==> src/hdl/flash_ctl_pkg.sv <==
package flash_ctl_pkg;

  // ****************************************************************
  // Geometry
  // ****************************************************************
  localparam int unsigned ADDR_W      = 16;
  localparam int unsigned DATA_W      = 8;
  localparam int unsigned ARRAY_BYTES = 8192;
  localparam int unsigned PAGE_BYTES  = 64;
  localparam int unsigned ROW_BYTES   = 32;
  localparam logic [15:0] ARRAY_BASE  = 16'he000;
  localparam logic [15:0] PROTECT_ADDR = 16'hff7e;
  localparam logic [7:0]  ERASED_BYTE = 8'hff;
  localparam logic [7:0]  OPEN_PROTECT = 8'hff;
  localparam logic [1:0]  PROT_HIGH_BITS = 2'h3;
  localparam logic [5:0]  PROT_LOW_BITS  = 6'h00;

  // ****************************************************************
  // Control register fields
  // ****************************************************************
  localparam int unsigned CTL_PROGRAM = 0;
  localparam int unsigned CTL_ERASE   = 1;
  localparam int unsigned CTL_WHOLE   = 2;
  localparam int unsigned CTL_HV      = 3;
  localparam logic [7:0]  CTL_RESET   = 8'h00;

  // ****************************************************************
  // Software command port of the controller
  // ****************************************************************
  localparam logic [3:0] REG_CMD    = 4'h0;
  localparam logic [3:0] REG_ADDR   = 4'h1;
  localparam logic [3:0] REG_DATA   = 4'h2;
  localparam logic [3:0] REG_STATUS = 4'h3;
  localparam logic [3:0] REG_RDATA  = 4'h4;
  localparam logic [3:0] REG_PROT   = 4'h5;
  localparam logic [7:0] CMD_PAGE_ERASE = 8'h01;
  localparam logic [7:0] CMD_MASS_ERASE = 8'h02;
  localparam logic [7:0] CMD_PROGRAM    = 8'h03;
  localparam logic [7:0] CMD_READ       = 8'h04;
  localparam logic [7:0] CMD_LONG_ERASE = 8'h80;

  // ****************************************************************
  // Timing, 250 MHz reference clock
  // ****************************************************************
  localparam int unsigned CLK_MHZ         = 250;
  localparam int unsigned NVS_US          = 10;
  localparam int unsigned NVH_US          = 5;
  localparam int unsigned NVHL_US         = 100;
  localparam int unsigned PGS_US          = 5;
  localparam int unsigned PROG_US         = 30;
  localparam int unsigned RCV_US          = 1;
  localparam int unsigned ERASE_SHORT_US  = 1000;
  localparam int unsigned ERASE_LONG_US   = 4000;
  localparam int unsigned MERASE_US       = 4000;
  localparam int unsigned NVS_CYC    = NVS_US * CLK_MHZ;
  localparam int unsigned NVH_CYC    = NVH_US * CLK_MHZ;
  localparam int unsigned NVHL_CYC   = NVHL_US * CLK_MHZ;
  localparam int unsigned PGS_CYC    = PGS_US * CLK_MHZ;
  localparam int unsigned PROG_CYC   = PROG_US * CLK_MHZ;
  localparam int unsigned RCV_CYC    = RCV_US * CLK_MHZ;
  localparam int unsigned ESHORT_CYC = ERASE_SHORT_US * CLK_MHZ;
  localparam int unsigned ELONG_CYC  = ERASE_LONG_US * CLK_MHZ;
  localparam int unsigned MERASE_CYC = MERASE_US * CLK_MHZ;
  localparam int unsigned CNT_W      = 24;

  typedef enum logic [1:0] {
    ACC_NONE,
    ACC_READ,
    ACC_WRITE
  } acc_kind_t;

endpackage : flash_ctl_pkg

==> src/hdl/flash_bus_if.sv <==
`timescale 1ns/10ps
interface flash_bus_if;
  import flash_ctl_pkg::*;
  logic              ctl_we;
  logic [7:0]        ctl_wdata;
  logic [7:0]        ctl_rdata;
  logic              arr_we;
  logic              arr_re;
  logic [ADDR_W-1:0] arr_addr;
  logic [DATA_W-1:0] arr_wdata;
  logic [DATA_W-1:0] arr_rdata;
  logic              test_high_voltage;

  modport device (
    input  ctl_we,
    input  ctl_wdata,
    output ctl_rdata,
    input  arr_we,
    input  arr_re,
    input  arr_addr,
    input  arr_wdata,
    output arr_rdata,
    input  test_high_voltage
  );
  modport host (
    output ctl_we,
    output ctl_wdata,
    input  ctl_rdata,
    output arr_we,
    output arr_re,
    output arr_addr,
    output arr_wdata,
    input  arr_rdata,
    output test_high_voltage
  );
endinterface : flash_bus_if

==> src/hdl/flash_host.sv <==
`timescale 1ns/10ps
module flash_host
  import flash_ctl_pkg::*;
#(
  parameter int unsigned NVS_N   = NVS_CYC,
  parameter int unsigned NVH_N   = NVH_CYC,
  parameter int unsigned NVHL_N  = NVHL_CYC,
  parameter int unsigned PGS_N   = PGS_CYC,
  parameter int unsigned PROG_N  = PROG_CYC,
  parameter int unsigned RCV_N   = RCV_CYC,
  parameter int unsigned ESHORT_N = ESHORT_CYC,
  parameter int unsigned ELONG_N  = ELONG_CYC,
  parameter int unsigned MERASE_N = MERASE_CYC
)
(
  // Clock and reset
  input  wire logic  ref_clk,
  input  wire logic  rst_b,
  // Software port
  input  wire logic [3:0] sw_addr,
  input  wire logic [7:0] sw_wdata,
  input  wire logic       sw_we,
  input  wire logic       sw_re,
  output logic [7:0]      sw_rdata,
  // Test voltage request
  input  wire logic       test_voltage_in,
  // Link to the device
  flash_bus_if.host       bus
);
  typedef enum {
    S_IDLE, S_SEL, S_RDPROT, S_ARM, S_NVS, S_HV, S_PGS, S_WR, S_PROG,
    S_HOLD, S_CLRSEL, S_NVH, S_HVOFF, S_RCV, S_READ, S_READ2
  } step_t;

  step_t      step;
  logic [7:0] cmd;
  logic [15:0] addr;
  logic [7:0] data;
  logic [7:0] rdata;
  logic       busy;
  logic       load;
  logic [CNT_W-1:0] count;
  logic       done;
  logic [7:0] ctl_val;

  wait_timer #(.WIDTH(CNT_W)) u_timer (
    .ref_clk (ref_clk),
    .rst_b   (rst_b),
    .load    (load),
    .count   (count),
    .done    (done)
  );

  always_comb
  begin
    ctl_val = CTL_RESET;
    if (cmd[6:0] == CMD_PROGRAM[6:0])
      ctl_val[CTL_PROGRAM] = 1'b1;
    else
    begin
      ctl_val[CTL_ERASE] = 1'b1;
      ctl_val[CTL_WHOLE] = (cmd[6:0] == CMD_MASS_ERASE[6:0]);
    end
    load  = 1'b0;
    count = '0;
    case (step)
      S_ARM:    begin load = 1'b1; count = CNT_W'(NVS_N); end
      S_HV:
      begin
        load = 1'b1;
        if (cmd[6:0] == CMD_PROGRAM[6:0])
          count = CNT_W'(PGS_N);
        else if (cmd[6:0] == CMD_MASS_ERASE[6:0])
          count = CNT_W'(MERASE_N);
        else if (cmd[7])
          count = CNT_W'(ELONG_N);
        else
          count = CNT_W'(ESHORT_N);
      end
      S_WR:     begin load = 1'b1; count = CNT_W'(PROG_N); end
      S_CLRSEL:
      begin
        load  = 1'b1;
        count = (cmd[6:0] == CMD_MASS_ERASE[6:0]) ? CNT_W'(NVHL_N) : CNT_W'(NVH_N);
      end
      S_HVOFF:  begin load = 1'b1; count = CNT_W'(RCV_N); end
      default:  begin load = 1'b0; count = '0; end
    endcase
  end

  always_ff @(posedge ref_clk or negedge rst_b)
  begin
    if (!rst_b)
    begin
      step <= S_IDLE;
      bus.ctl_we <= 1'b0;
      bus.ctl_wdata <= CTL_RESET;
      bus.arr_we <= 1'b0;
      bus.arr_re <= 1'b0;
      bus.arr_addr <= '0;
      bus.arr_wdata <= '0;
      rdata <= '0;
    end
    else
    begin
      bus.ctl_we <= 1'b0;
      bus.arr_we <= 1'b0;
      bus.arr_re <= 1'b0;
      case (step)
        S_IDLE:
          if (sw_we && sw_addr == REG_CMD)
            step <= (sw_wdata == CMD_READ) ? S_READ : S_SEL;
        S_SEL:
        begin
          bus.ctl_we <= 1'b1;
          bus.ctl_wdata <= ctl_val;
          step <= S_RDPROT;
        end
        S_RDPROT:
        begin
          bus.arr_re <= 1'b1;
          bus.arr_addr <= PROTECT_ADDR;
          step <= S_ARM;
        end
        S_ARM:
        begin
          bus.arr_we <= 1'b1;
          // Monitor-mode mass erase arming goes to the protect byte
          bus.arr_addr <= (cmd[6:0] == CMD_MASS_ERASE[6:0] && test_voltage_in) ?
                          PROTECT_ADDR : addr;
          bus.arr_wdata <= data;
          step <= S_NVS;
        end
        S_NVS:
          if (done)
            step <= S_HV;
        S_HV:
        begin
          bus.ctl_we <= 1'b1;
          bus.ctl_wdata <= ctl_val | (8'h01 << CTL_HV);
          step <= (cmd[6:0] == CMD_PROGRAM[6:0]) ? S_PGS : S_HOLD;
        end
        S_PGS:
          if (done)
            step <= S_WR;
        S_WR:
        begin
          // Software keeps a byte FF-only; one byte per command
          bus.arr_we <= 1'b1;
          bus.arr_addr <= addr;
          bus.arr_wdata <= data;
          step <= S_PROG;
        end
        S_PROG, S_HOLD:
          if (done)
            step <= S_CLRSEL;
        S_CLRSEL:
        begin
          bus.ctl_we <= 1'b1;
          bus.ctl_wdata <= 8'h01 << CTL_HV;
          step <= S_NVH;
        end
        S_NVH:
          if (done)
            step <= S_HVOFF;
        S_HVOFF:
        begin
          bus.ctl_we <= 1'b1;
          bus.ctl_wdata <= CTL_RESET;
          step <= S_RCV;
        end
        S_RCV:
          if (done)
            step <= S_IDLE;
        S_READ:
        begin
          bus.arr_re <= 1'b1;
          bus.arr_addr <= addr;
          step <= S_READ2;
        end
        S_READ2:
        begin
          step <= S_IDLE;
        end
        default: step <= S_IDLE;
      endcase
      if (step == S_IDLE || step == S_RCV || step == S_NVS)
        rdata <= bus.arr_rdata;
    end
  end

  always_ff @(posedge ref_clk or negedge rst_b)
  begin
    if (!rst_b)
    begin
      cmd  <= '0;
      addr <= '0;
      data <= ERASED_BYTE;
    end
    else if (sw_we && step == S_IDLE)
      case (sw_addr)
        REG_CMD:  cmd <= sw_wdata;
        REG_ADDR: addr <= {addr[7:0], sw_wdata};
        REG_DATA: data <= sw_wdata;
        default:  cmd <= cmd;
      endcase
  end

  always_ff @(posedge ref_clk or negedge rst_b)
  begin
    if (!rst_b)
      busy <= 1'b0;
    else
      busy <= (step != S_IDLE) || (sw_we && sw_addr == REG_CMD);
  end

  always_ff @(posedge ref_clk or negedge rst_b)
  begin
    if (!rst_b)
      bus.test_high_voltage <= 1'b0;
    else
      bus.test_high_voltage <= test_voltage_in;
  end

  always_ff @(posedge ref_clk or negedge rst_b)
  begin
    if (!rst_b)
      sw_rdata <= '0;
    else if (sw_re)
      case (sw_addr)
        REG_STATUS: sw_rdata <= {7'h00, busy};
        REG_RDATA:  sw_rdata <= rdata;
        REG_PROT:   sw_rdata <= bus.ctl_rdata;
        default:    sw_rdata <= '0;
      endcase
    else
      sw_rdata <= '0;
  end
endmodule : flash_host

==> src/hdl/wait_timer.sv <==
`timescale 1ns/10ps
module wait_timer
  import flash_ctl_pkg::*;
#(
  parameter int unsigned WIDTH = CNT_W
)
(
  // Clock and reset
  input  wire logic             ref_clk,
  input  wire logic             rst_b,
  // Load and status
  input  wire logic             load,
  input  wire logic [WIDTH-1:0] count,
  output logic                  done
);
  logic [WIDTH-1:0] remain;

  always_ff @(posedge ref_clk or negedge rst_b)
  begin
    if (!rst_b)
      remain <= '0;
    else if (load)
      remain <= count;
    else if (remain != '0)
      remain <= remain - 1'b1;
  end

  assign done = (remain == '0) && !load;
endmodule : wait_timer

==> src/flat_wrapper.sv <==
// flat-port wrapper written by rule: the top's interface ports become plain ports
module flash_host_flat import flash_ctl_pkg::*;
#(
  parameter int unsigned NVS_N   = NVS_CYC,
  parameter int unsigned NVH_N   = NVH_CYC,
  parameter int unsigned NVHL_N  = NVHL_CYC,
  parameter int unsigned PGS_N   = PGS_CYC,
  parameter int unsigned PROG_N  = PROG_CYC,
  parameter int unsigned RCV_N   = RCV_CYC,
  parameter int unsigned ESHORT_N = ESHORT_CYC,
  parameter int unsigned ELONG_N  = ELONG_CYC,
  parameter int unsigned MERASE_N = MERASE_CYC
)
  (ref_clk, rst_b, sw_addr, sw_wdata, sw_we, sw_re, sw_rdata, test_voltage_in, bus_ctl_we, bus_ctl_wdata, bus_ctl_rdata, bus_arr_we, bus_arr_re, bus_arr_addr, bus_arr_wdata, bus_arr_rdata, bus_test_high_voltage);
  flash_bus_if bus_i ();
  input  wire logic ref_clk;
  input  wire logic rst_b;
  input  wire logic [3:0] sw_addr;
  input  wire logic [7:0] sw_wdata;
  input  wire logic sw_we;
  input  wire logic sw_re;
  output logic [7:0] sw_rdata;
  input  wire logic test_voltage_in;
  output wire logic [$bits(bus_i.ctl_we)-1:0] bus_ctl_we;
  output wire logic [$bits(bus_i.ctl_wdata)-1:0] bus_ctl_wdata;
  input wire logic [$bits(bus_i.ctl_rdata)-1:0] bus_ctl_rdata;
  output wire logic [$bits(bus_i.arr_we)-1:0] bus_arr_we;
  output wire logic [$bits(bus_i.arr_re)-1:0] bus_arr_re;
  output wire logic [$bits(bus_i.arr_addr)-1:0] bus_arr_addr;
  output wire logic [$bits(bus_i.arr_wdata)-1:0] bus_arr_wdata;
  input wire logic [$bits(bus_i.arr_rdata)-1:0] bus_arr_rdata;
  output wire logic [$bits(bus_i.test_high_voltage)-1:0] bus_test_high_voltage;
  assign bus_ctl_we = bus_i.ctl_we;
  assign bus_ctl_wdata = bus_i.ctl_wdata;
  assign bus_i.ctl_rdata = bus_ctl_rdata;
  assign bus_arr_we = bus_i.arr_we;
  assign bus_arr_re = bus_i.arr_re;
  assign bus_arr_addr = bus_i.arr_addr;
  assign bus_arr_wdata = bus_i.arr_wdata;
  assign bus_i.arr_rdata = bus_arr_rdata;
  assign bus_test_high_voltage = bus_i.test_high_voltage;
  flash_host #(.NVS_N(NVS_N), .NVH_N(NVH_N), .NVHL_N(NVHL_N), .PGS_N(PGS_N), .PROG_N(PROG_N), .RCV_N(RCV_N), .ESHORT_N(ESHORT_N), .ELONG_N(ELONG_N), .MERASE_N(MERASE_N)) u_core (.ref_clk(ref_clk), .rst_b(rst_b), .sw_addr(sw_addr), .sw_wdata(sw_wdata), .sw_we(sw_we), .sw_re(sw_re), .sw_rdata(sw_rdata), .test_voltage_in(test_voltage_in), .bus(bus_i));
endmodule
==> config.mk <==
export PLATFORM = sky130hd
export DESIGN_NAME = flash_host_flat
export DESIGN_NICKNAME = d
export VERILOG_FILES = /design/src/hdl/flash_ctl_pkg.sv /design/src/hdl/flash_bus_if.sv /design/src/hdl/flash_host.sv /design/src/hdl/wait_timer.sv /design/src/flat_wrapper.sv
export SDC_FILE = /design/constraint.sdc
export NUM_CORES = 1
export LEC_CHECK = 0
export BUFFER_PORTS_ARGS = -buffer_cell sky130_fd_sc_hd__buf_2
export CORE_MARGIN = 2
export CORE_UTILIZATION = 52
export DETAILED_ROUTE_END_ITERATION = 12
export PLACE_DENSITY = 0.82
export SYNTH_ARGS = -nofsm -noshare
export SYNTH_HDL_FRONTEND = slang
export SYNTH_HIERARCHICAL = 1
export SYNTH_SLANG_ARGS = --single-unit
==> constraint.sdc <==
create_clock -name ref_clk -period 2.8 [get_ports ref_clk]
set_input_delay 0 -clock ref_clk [delete_from_list [all_inputs] [get_ports ref_clk]]
set_output_delay 0 -clock ref_clk [all_outputs]
set_load 0.005 [all_outputs]
# Word level (Yosys, flattened, before mapping)

Index checks and enable logic that the tools add are counted.

Flip-flop bits (word level): 141
Bits in latches: 0
Bits in writable memories: 0
Bits in read-only memories: 0
Output and inout bits: 44
Word-level logic and storage cells: 100
Memories kept: 0

Add/sub/neg operators: 1
Multipliers: 0
Divide/modulo/power cells: 0
Order comparisons: 0
Equal/unequal tests: 30
Shift-type cells: 0
Muxes and demuxes: 27
Bitwise operators: 0
Reduce and logical (&&, ||, !) cells: 27

Operator list:

| operator                                              | number |
|---|---|
| one-hot mux 32 bit (14 select lines)                  | 1 |
| == test 32 x 4 -> 1 bit, second input constant        | 8 |
| 2-to-1 mux 32 bit                                     | 6 |
| == test 32 x 3 -> 1 bit, second input constant        | 4 |
| one-hot mux 24 bit (5 select lines)                   | 1 |
| 2-to-1 mux 24 bit                                     | 4 |
| == test 32 x 2 -> 1 bit, second input constant        | 2 |
| logical NOT 32 bit                                    | 2 |
| one-hot mux 16 bit (3 select lines)                   | 1 |
| == test 32 x 1 -> 1 bit, second input constant        | 1 |
| == test 32 x 5 -> 1 bit, second input constant        | 1 |
| one-hot mux 8 bit (4 select lines)                    | 1 |
| nonzero test 32 bit                                   | 1 |
| logical NOT 24 bit                                    | 1 |
| one-hot mux 8 bit (3 select lines)                    | 1 |
| nonzero test 24 bit                                   | 1 |
| subtractor 24 x 1 -> 24 bit, second input constant    | 1 |
| 2-to-1 mux 20 bit                                     | 1 |
| 2-to-1 mux 16 bit                                     | 1 |
| 2-to-1 mux 15 bit                                     | 1 |
| == test 7 x 2 -> 1 bit, second input constant         | 2 |
| inequality test 2 x 1 -> 1 bit, second input constant | 6 |
| == test 4 x 2 -> 1 bit, second input constant         | 2 |
| == test 4 x 3 -> 1 bit, second input constant         | 2 |
| other kinds (18)                                      | 33 |

# Longest topological paths before layout

Gate-level depths: netlist (run 1).

Depth in word-level cells: 7
Mapped depth: 13
Mapped depth without buffers: 10

# By module

Netlist (run 1), hierarchy kept.

By module, submodules not included:

| module     | instances | cells an instance | area each (um^2) |
|---|---|---|---|
| flash_host | 1         | 357               | 3981.3 |
| wait_timer | 1         | 165               | 1438.9 |

# Worst setup path before layout (run 1)

Ideal clock, no wire load.

Path kind: register to register
From: reg u_core.step[2]
To: reg u_core.step[1]
Setup time: 87 ps
Data arrival time: 2793 ps
Path slack: -80 ps
Stages on the path, launching flop included: 14
Path buffers: 3
Clock period less this slack: 2880 ps
Cell sequence: dfrtp_1 -> clkbuf_1 -> clkbuf_1 -> nand2_1 -> a21oi_1 -> nor3b_1 -> clkbuf_1 -> nor2_1 -> nand3_1 -> nor3_1 -> nor2b_1 -> nor4_1 -> o22ai_1 -> a22oi_1

Longest elaborated chain between the ends: 7
Elaborated cells on any way between the ends: 28

RTL lines:

| item                                                  | line              | source |
|---|---|---|
| start, declared                                       | flash_host.sv:35  | `step_t step;` |
| start signal, assigned                                | flash_host.sv:112 | `step <= (sw_wdata == CMD_READ) ? S_READ : S_SEL;` |
| start signal, assigned                                | flash_host.sv:141 | `step <= (cmd[6:0] == CMD_PROGRAM[6:0]) ? S_PGS : S_HOLD;` |
| == test 32 x 2 -> 1 bit, or another cell as far along | flash_host.sv:66  | `case (step)` |
| OR reduction 5 bit (no source line) (*)               | n/a               |  |
| 2-to-1 mux 1 bit (*)                                  | flash_host.sv:66  |  |
| named net u_core.load                                 | flash_host.sv:41  | `logic load;` |
| logical NOT 1 bit (*)                                 | wait_timer.sv:28  | `assign done = (remain == '0) && !load;` |
| logical AND 1 bit (*)                                 | wait_timer.sv:28  |  |
| named net u_core.done                                 | flash_host.sv:43  | `logic done;` |
| inequality test 2 x 1 -> 1 bit (no source line)       | n/a               |  |
| AND reduction 6 bit (no source line) (*)              | n/a               |  |

Mark *: on every way through the listed nets, which the timed path passes. The rest lies on a longest branch.
A chain may end at the register's enable or synchronous reset.

# Worst setup path after layout (run 1)

From: reg u_core.u_timer.remain[12]
To: reg u_core.step[1]

Longest elaborated chain between the ends: 4
Elaborated cells on any way between the ends: 8

RTL lines:

| item                                            | line             | source |
|---|---|---|
| start, declared                                 | wait_timer.sv:16 | `logic [WIDTH-1:0] remain;` |
| start signal, assigned                          | wait_timer.sv:23 | `remain <= count;` |
| start signal, assigned                          | wait_timer.sv:25 | `remain <= remain - 1'b1;` |
| logical NOT 24 bit (*)                          | wait_timer.sv:28 |  |
| logical AND 1 bit (*)                           | wait_timer.sv:28 |  |
| named net u_core.done                           | flash_host.sv:43 |  |
| inequality test 2 x 1 -> 1 bit (no source line) | n/a              |  |
| AND reduction 6 bit (no source line) (*)        | n/a              |  |

Marks and branches as above.

==> results.md, run 1 <==
* Async set or reset register ratio after synthesis at 100.0%
* Critical path class: reg -> reg
* Root Buffer: clkbuf_8
* Relative slew margins at 48.41%
* WP data required at 3090 ps
* WL/cell at 17.04 um
* Hold Startpoint: sw_re
* Layout cells sized above 1 at 26.78%
* Clock sinks at 109
* Total GRT Usage at 24.53%
* Initial Utilization at 52.98%
* Worst-Margin Slew at 773.8 ps
* # nets final at 661
* Die ar. at 0.01126 sq mm
* Synth Cell Area at 0.005420 sq mm
* CP endpoint kind: flop
* Layout overhead on the synthesized area at 18.47%
* Setup TNS Final at 0 ps
* CP max FO at 6
* CP startpoint kind: flop
* Crit path time final at 2516 ps
* Count of cell types in the netlist at 70
* IO Port Bufs at 72
* Final hold slack at 97.17 ps
* Final number of max-transition violations at 0
* Die W at 106.1 um
* WP buf/inv at 0
* Overall Power at 0.006436 W
* VDD IR max at 0.5949 mV
* Status: complete, no violations
* Hold Fails Final Rpt at 0
* RR Startpoint: u_core/u_timer/remain[12]$_DFFE_PN0N_
* Worst path slowest cell: or4_4
* # resized after CTS at 0
* Via Count at 4442
* Post-synth EDFFs at 0
* Synthesis Warnings at 6
* Slowest stage delay, CP at 570 ps
* Clk_skew at 8.078 ps
* Pre-antenna DRT Iters at 5
* Crit path cell chain: or4_4, or2_1, nor3_2, nor2b_1, nor4_1, o22ai_1, a22oi_1
* Fmax at 397.4 MHz
* Largest net degree at the start of global routing at 63
* Antenna violations before repair at 0
* Site row count at 37
* Period Utilization, post-route at 89.87%
* Post-CTS Setup Bufs at 0
* Delay-heaviest family, CP: simple AND/OR/NAND/NOR gates
* Syn_area_per_cell at 10.38 sq um
* Vias in the first global route at 4392
* Core Region at 0.01023 sq mm
* Congestion Overflow GR at 0
* # setup viols final at 0
* Ports at 77
* Num CTS Buffers at 9
* Worst-Skew Late Latency at 380 ps
* Die Ht at 106.1 um
* Post-layout util at 62.76%
* Gpl congestion at 0.8997
* Synth Flop Type: dfrtp_1
* Hold Path Class: in -> reg
* Vias per cell at 5.791
* Initial drt markers at 375
* Hpwl dp at 8.652 mm
* RSZ-0062 raised after global routing: false
* Worst-case clock buffer depth at 2
* Power Density at 1002 mW/mm^2
* CP startpoint: u_core/u_timer/remain[12]$_DFFE_PN0N_
* Sequential-to-total area share from yosys stat at 50.51%
* Critical Path AT at 2810 ps
* Leakage at 2.945 nW
* # DRC at 0
* H-tree levels at 3
* First-pass GRT wire length at 21.82 mm
* Max Cap Violations at 0
* Ant. Diodes at 0
* Worst-path clk slew at 100 ps
* DRT antenna net count at 0
* Synthesized flop and latch total at 109
* CTS tree: done
* Final WL at 13.07 mm
* Mapped Cells at 522
-- registers in the layout, indices dropped and copies added, names as in the netlist --
register and flops:
u_core/u_timer/remain 24, u_core/addr 16, u_core/bus.arr_addr 16, u_core/bus.arr_wdata 8
u_core/cmd 8, u_core/data 8, u_core/rdata 8, u_core/sw_rdata 8
u_core/bus.ctl_wdata 4, u_core/step 4, u_core/bus.arr_re 1, u_core/bus.arr_we 1
u_core/bus.ctl_we 1, u_core/bus.test_high_voltage 1, u_core/busy 1
-- per-layer routing --
metal / track usage [%] / vias to the layer above / part of all wire (%)
met5: 0 / - / 0
met4: 5.263 / 0 / 1.5
met3: 5.579 / 22 / 5.7
met2: 42.76 / 164 / 51
met1: 31.43 / 2183 / 42
li1: - / 2073 / -
-- power breakdown --
part	switching [W]	internal [W]	total, W
clock	0.000564	0.000433	0.000997
sequential	0.000515	0.00224	0.00275
combinational	0.00144	0.00125	0.00269
-- layout make-up --
class,instances,area [sq um]
fill,772,3810
sequential,109,2738
multi-input combinational,372,2484
timing repair buffer,115,753.2
tap,136,170.2
clock buffer,10,127.6
clock inverter,6,77.57
inverter,19,71.32
-- stage by stage --
step	setup slack [ps]	instance area, sq um	std cells
3_3_place_gp	382.6	5946	724
6_report	283.5	6421	767
3_5_place_dp	337.4	5946	724
4_1_cts	305.7	6421	767
5_1_grt	196.8	6421	767
2_1_floorplan	68.01	5455	530
-- cell usage in the layout (no fill, tap or decap), drive strengths merged, types with 5 or more instances in the layout --
cell type / n
nand2: 54
clkbuf: 10
a21oi: 38
xnor2: 8
a22oi: 9
nor4: 13
mux2: 41
o22ai: 5
buf: 88
o21ai: 28
o22a: 15
or3: 6
nor2: 38
dfrtp: 101
nand3: 11
dlygate4sd3: 27
nor2b: 11
conb: 9
inv: 22
nand2b: 7
nor3: 11
dfstp: 8
-- final timing paths --
path	endpoint	slack (ps)	depth (start not counted)
hold / removal	u_core/sw_rdata[1]$_DFF_PN0_	100	3
setup / recovery	u_core/step[1]$_DFFE_PN0P_	280	7
max in group asynchronous	u_core/data[4]$_DFFE_PN1P_	1660	3
min in group asynchronous	u_core/u_timer/remain[6]$_DFFE_PN0N_	240	2
setup reg to reg	u_core/step[1]$_DFFE_PN0P_	280	7
hold reg to reg	u_core/bus.arr_wdata[6]$_DFFE_PN0N_	490	2
-- synth_stat cells (5+ instances only) --
cell	instances	area [sq um]
inv_1	18	67.56
dfstp_2	8	210.2
nor4_1	11	68.82
mux2_2	31	349.1
a21oi_1	37	185.2
nor2b_1	11	68.82
xnor2_1	8	70.07
nand2b_1	7	43.79
mux2_4	10	150.1
o22ai_1	5	31.28
clkbuf_1	17	63.81
nor3_1	11	55.05
o21ai_0	18	90.09
o22a_1	15	131.4
dfrtp_1	101	2527
o21ai_1	10	50.05
or3_1	6	37.54
nor2_1	37	138.9
nand2_1	54	202.7
a22oi_1	9	67.56
nand3_1	11	55.05
-- cell families (layout without fill, tap and decap cells) --
kind of cell	after synthesis	in the layout	share of synthesized area, %
AOI/OAI and AO/OA	124	124	15.07
xor gates and xnor gates	12	12	1.939
adders and majority gates	2	2	0.4616
buffers and inverters	49	150	4.316
DFF	109	109	50.51
muxes	41	41	9.210
other	1	9	0.06919
and+or+nand+nor	184	184	18.42
-- worst register-to-register path, stage by stage, from the launching register on --
cell	delay (ps)
dfrtp_1	420
or4_4	570
or2_1	330
nor3_2	280
nor2b_1	120
nor4_1	320
o22ai_1	190
a22oi_1	200
-- what timing repair did --
action	4_1_cts	5_1_grt
hold endpoints to repair	95	0
hold buffers	27	0
endpoints found under the setup margin	0	0
Note: power is estimated with default switching activity, not from simulation.
==> run 2: changes to the inputs <==
Settings changed: CORE_ASPECT_RATIO set to 1.75, PLACE_DENSITY 0.82 to 0.83, SYNTH_HIERARCHICAL 1 to unset.
==> results.md, run 2 <==
* Layout overhead on the synthesized area at 21.32% (was 18.47%)
* # setup viols final at 0 (unchanged)
* Hold depth at 4 (was 3)
* Clock sinks at 109 (unchanged)
* Reg2reg end: u_core.step[3]$_DFFE_PN0P_ (was u_core/step[1]$_DFFE_PN0P_)
* Relative slew margins at 17.49% (was 48.41%)
* Via Count at 4379 (was 4442)
* Crit path cell chain: nor4_2, nand4_1, or2_1, a21oi_2, mux2_2 (was or4_4, or2_1, nor3_2, nor2b_1, nor4_1, o22ai_1, a22oi_1)
* Mapped Cells at 494 (was 522)
* Area after DPL at 0.005808 sq mm (was 0.005946 sq mm)
* Die ar. at 0.01098 sq mm (was 0.01126 sq mm)
* Int Pwr at 0.004069 W (was 0.003922 W)
* Top-count cell post-synth: dfrtp_1 (unchanged)
* Final number of max-transition violations at 0 (unchanged)
* Die Ht at 137.1 um (was 106.1 um)
* Core Region at 0.009849 sq mm (was 0.01023 sq mm)
* Post-synth top area share at 48.00% (was 46.63%)
* Final Non-Filler Cells at 726 (was 767)
* Logic pwr share at 40.8% (was 41.8%)
* Syn_area_per_cell at 10.66 sq um (was 10.38 sq um)
* Ant. Diodes at 0 (unchanged)
* Congestion Overflow GR at 0 (unchanged)
* Top cell type by total area after synthesis: dfrtp_1 (unchanged)
* Status: complete, no violations (unchanged)
* WL/cell at 19.40 um (was 17.04 um)
* Power Density at 1033 mW/mm^2 (was 1002 mW/mm^2)
* Total GRT Usage at 27.38% (was 24.53%)
* Biggest regs: u_core.u_timer.remain x24, u_core.addr x16, u_core.bus.arr_addr x16 (was u_core/u_timer/remain x24, u_core/addr x16, u_core/bus.arr_addr x16)
* Leakage at 2.968 nW (was 2.945 nW)
* Vias in the first global route at 4478 (was 4392)
* Largest net degree at the start of global routing at 50 (was 63)
* Sw Share at 38.35% (was 39.07%)
* Initial drt markers at 432 (was 375)
* IO Port Bufs at 72 (unchanged)
* Largest reg by FF count: u_core.u_timer.remain (was u_core/u_timer/remain)
* Hold Path Class: in -> reg (unchanged)
* Top cells by area, synth: dfrtp_1, mux2_2, dfstp_2 (unchanged)
* Worst-case clock buffer depth at 2 (unchanged)
* Period Utilization, post-route at 84.74% (was 89.87%)
* Synth Flop Type: dfrtp_1 (unchanged)
* Synth Cell Area at 0.005265 sq mm (was 0.005420 sq mm)
* Switching power at 0.002532 W (was 0.002515 W)
* Portion of total power attributed to sequential cells at 38.9% (was 42.7%)
* Critical Path AT at 2610 ps (was 2810 ps)
* # nets final at 631 (was 661)
* Design area at 0.006387 sq mm (was 0.006421 sq mm)
* Commonest non-fill, non-tap cell in the layout: dfrtp_1 (unchanged)
* Num CTS Buffers at 9 (unchanged)
* Antenna violations before repair at 0 (unchanged)
* Hold EP: u_core.sw_rdata[0]$_DFF_PN0_ (was u_core/sw_rdata[1]$_DFF_PN0_)
* CTS tree: done (unchanged)
* Async set or reset register ratio after synthesis at 100.0% (unchanged)
* Placed insts at 684 (was 724)
* Post-synth EDFFs at 0 (unchanged)
* Max Cap Violations at 0 (unchanged)
* Largest register FFs at 24 (unchanged)
* CP startpoint: u_core.u_timer.remain[8]$_DFFE_PN0N_ (was u_core/u_timer/remain[12]$_DFFE_PN0N_)
* Met3 WL at 599 um (was 747 um)
* RSZ-0062 raised after global routing: false (unchanged)
* Root Buffer: clkbuf_16 (was clkbuf_8)
* Final WL at 14.09 mm (was 13.07 mm)
* Crit path time final at 2373 ps (was 2516 ps)
* # resized after CTS at 0 (unchanged)
* Post-layout util at 64.85% (was 62.76%)
* Worst-path clk slew at 70 ps (was 100 ps)
* Worst path slowest cell: nor4_2 (was or4_4)
* Reg2reg setup slack at 430 ps (was 280 ps)
* Fmax at 421.4 MHz (was 397.4 MHz)
* RR Startpoint: u_core.u_timer.remain[8]$_DFFE_PN0N_ (was u_core/u_timer/remain[12]$_DFFE_PN0N_)
* Layout cells sized above 1 at 28.79% (was 26.78%)
* Leading cell types by count after synthesis: dfrtp_1, nand2_1, nor2_1 (was dfrtp_1, nand2_1, a21oi_1, nor2_1, mux2_2)
* VDD IR max at 0.7493 mV (was 0.5949 mV)
* # DRC at 0 (unchanged)
* Setup TNS Final at 0 ps (unchanged)
* Initial Utilization at 53.46% (was 52.98%)
* Synthesis Warnings at 0 (was 6)
* Final hold slack at 52.75 ps (was 97.17 ps)
* CP startpoint kind: flop (unchanged)
* Hpwl dp at 9.937 mm (was 8.652 mm)
* Clk_skew at 9.154 ps (was 8.078 ps)
* H-tree levels at 3 (unchanged)
* Critical path class: reg -> reg (unchanged)
* First-pass GRT wire length at 22.81 mm (was 21.82 mm)
* Metal1 wirelength at 5.010 mm (was 5.454 mm)
* Site row count at 48 (was 37)
* Pre-antenna DRT Iters at 5 (unchanged)
* Synthesized flop and latch total at 109 (unchanged)
* Clock share of power at 20.3% (was 15.5%)
* CP max FO at 8 (was 6)
* DRT antenna net count at 0 (unchanged)
* Worst-Skew Late Latency at 350 ps (was 380 ps)
* Commonest non-fill, non-tap cells in the layout: dfrtp_1, buf_2, nand2_1 (unchanged)
* Hold Startpoint: sw_addr[3] (was sw_re)
* Ports at 77 (unchanged)
* Hold Fails Final Rpt at 0 (unchanged)
* FF-to-FF path depth at 5 (was 7)
* Count of cell types in the netlist at 69 (was 70)
* WP data required at 3040 ps (was 3090 ps)
* Sequential-to-total area share from yosys stat at 52.00% (was 50.51%)
* Top layer in use: met4 (unchanged)
* Die W at 80.07 um (was 106.1 um)
* CP endpoint kind: flop (unchanged)
* Vias per cell at 6.032 (was 5.791)
* Worst-Margin Slew at 1221 ps (was 773.8 ps)
* Met2 wire len at 7.708 mm (was 6.664 mm)
* Gpl congestion at 0.9704 (was 0.8997)
* Slowest stage delay, CP at 470 ps (was 570 ps)
==> run 2: cell count changes after synthesis, moves of 7 or more <==
cell,delta
a21oi_1,-20
a31oi_1,+11
mux2_2,+10
mux2_4,-10
nor2_1,+7
nor2b_1,-9
nor4_1,-8
o21ai_0,-8
o21ai_1,-10
==> run 2: worst max-delay path by stage <==
stage	end	slack (ps)	depth (start not counted)
finish	u_core.step[3]$_DFFE_PN0P_	430	5
global route	u_core.u_timer.remain[18]$_DFFE_PN0N_	240	6
detailed placement	u_core.step[3]$_DFFE_PN0P_	480	5
floorplan	u_core.step[3]$_DFFE_PN0P_	790	6
CTS	u_core.step[3]$_DFFE_PN0P_	470	5
global placement	u_core.step[3]$_DFFE_PN0P_	550	5
==> run 2: worst max-delay path: cells and delay by family, from the launching register on <==
family / cells / cell delay, ps
AND/OR/NAND/NOR: 3 / 1160
multiplexers: 1 / 360
AO/OA/AOI/OAI: 1 / 280
flip-flops: 1 / 460
==> run 2: what timing repair did <==
item | 4_1_cts | 5_1_grt
endpoints found under the setup margin | 0 | 0
hold buffers | 26 | 0
setup buffers | 0 | 0
hold endpoints to repair | 80 | 0
==> run 2: logic make-up (layout without fill, tap and decap cells) <==
kind of cell             count (synthesis)  in the layout  synth area share (%)
AO/OA/AOI/OAI                          106            106                 14.76
flip-flops                             109            109                 52.00
buffers and inverters                   47            151                 3.921
other                                    1              4               0.07122
adder cells (fa/ha/maj)                  3              3                0.6653
multiplexers                            43             43                 9.149
AND/OR/NAND/NOR                        173            173                 17.44
XOR/XNOR                                12             12                 1.996
==> run 2: final cells by class <==
class	instances	area (sq um)
Tap cell	125	156.4
Inverter	19	71.32
Multi-Input combinational cell	341	2332
Clock inverter	5	66.31
Timing Repair Buffer	116	770.7
Fill cell	773	3462
Sequential cell	109	2738
Clock buffer	11	252.7
==> run 2: metal layers <==
layer	GRT usage, %	vias up
li1	-	1989
met1	30.12	2146
met2	48.61	187
met3	3.892	57
met4	17.04	0
met5	0	-
==> run 2: stage by stage <==
step,worst slack [ps],total power (W)
after floorplan,787.0,0.004291
after CTS,470.0,0.006572
after global routing,237.8,0.006971
final,427.2,0.006601
after global placement,552.8,0.005065
after detailed placement,483.4,0.005184
==> run 2: power groups by stage <==
stage | clock network [W] | logic, W | registers, W
final | 0.00134 | 0.00269 | 0.00257
after global routing | 0.00140 | 0.00294 | 0.00263
after CTS | 0.00135 | 0.00267 | 0.00255
after detailed placement | 0 | 0.00261 | 0.00257
after global placement | 0 | 0.00254 | 0.00253
after floorplan | 0 | 0.00187 | 0.00242
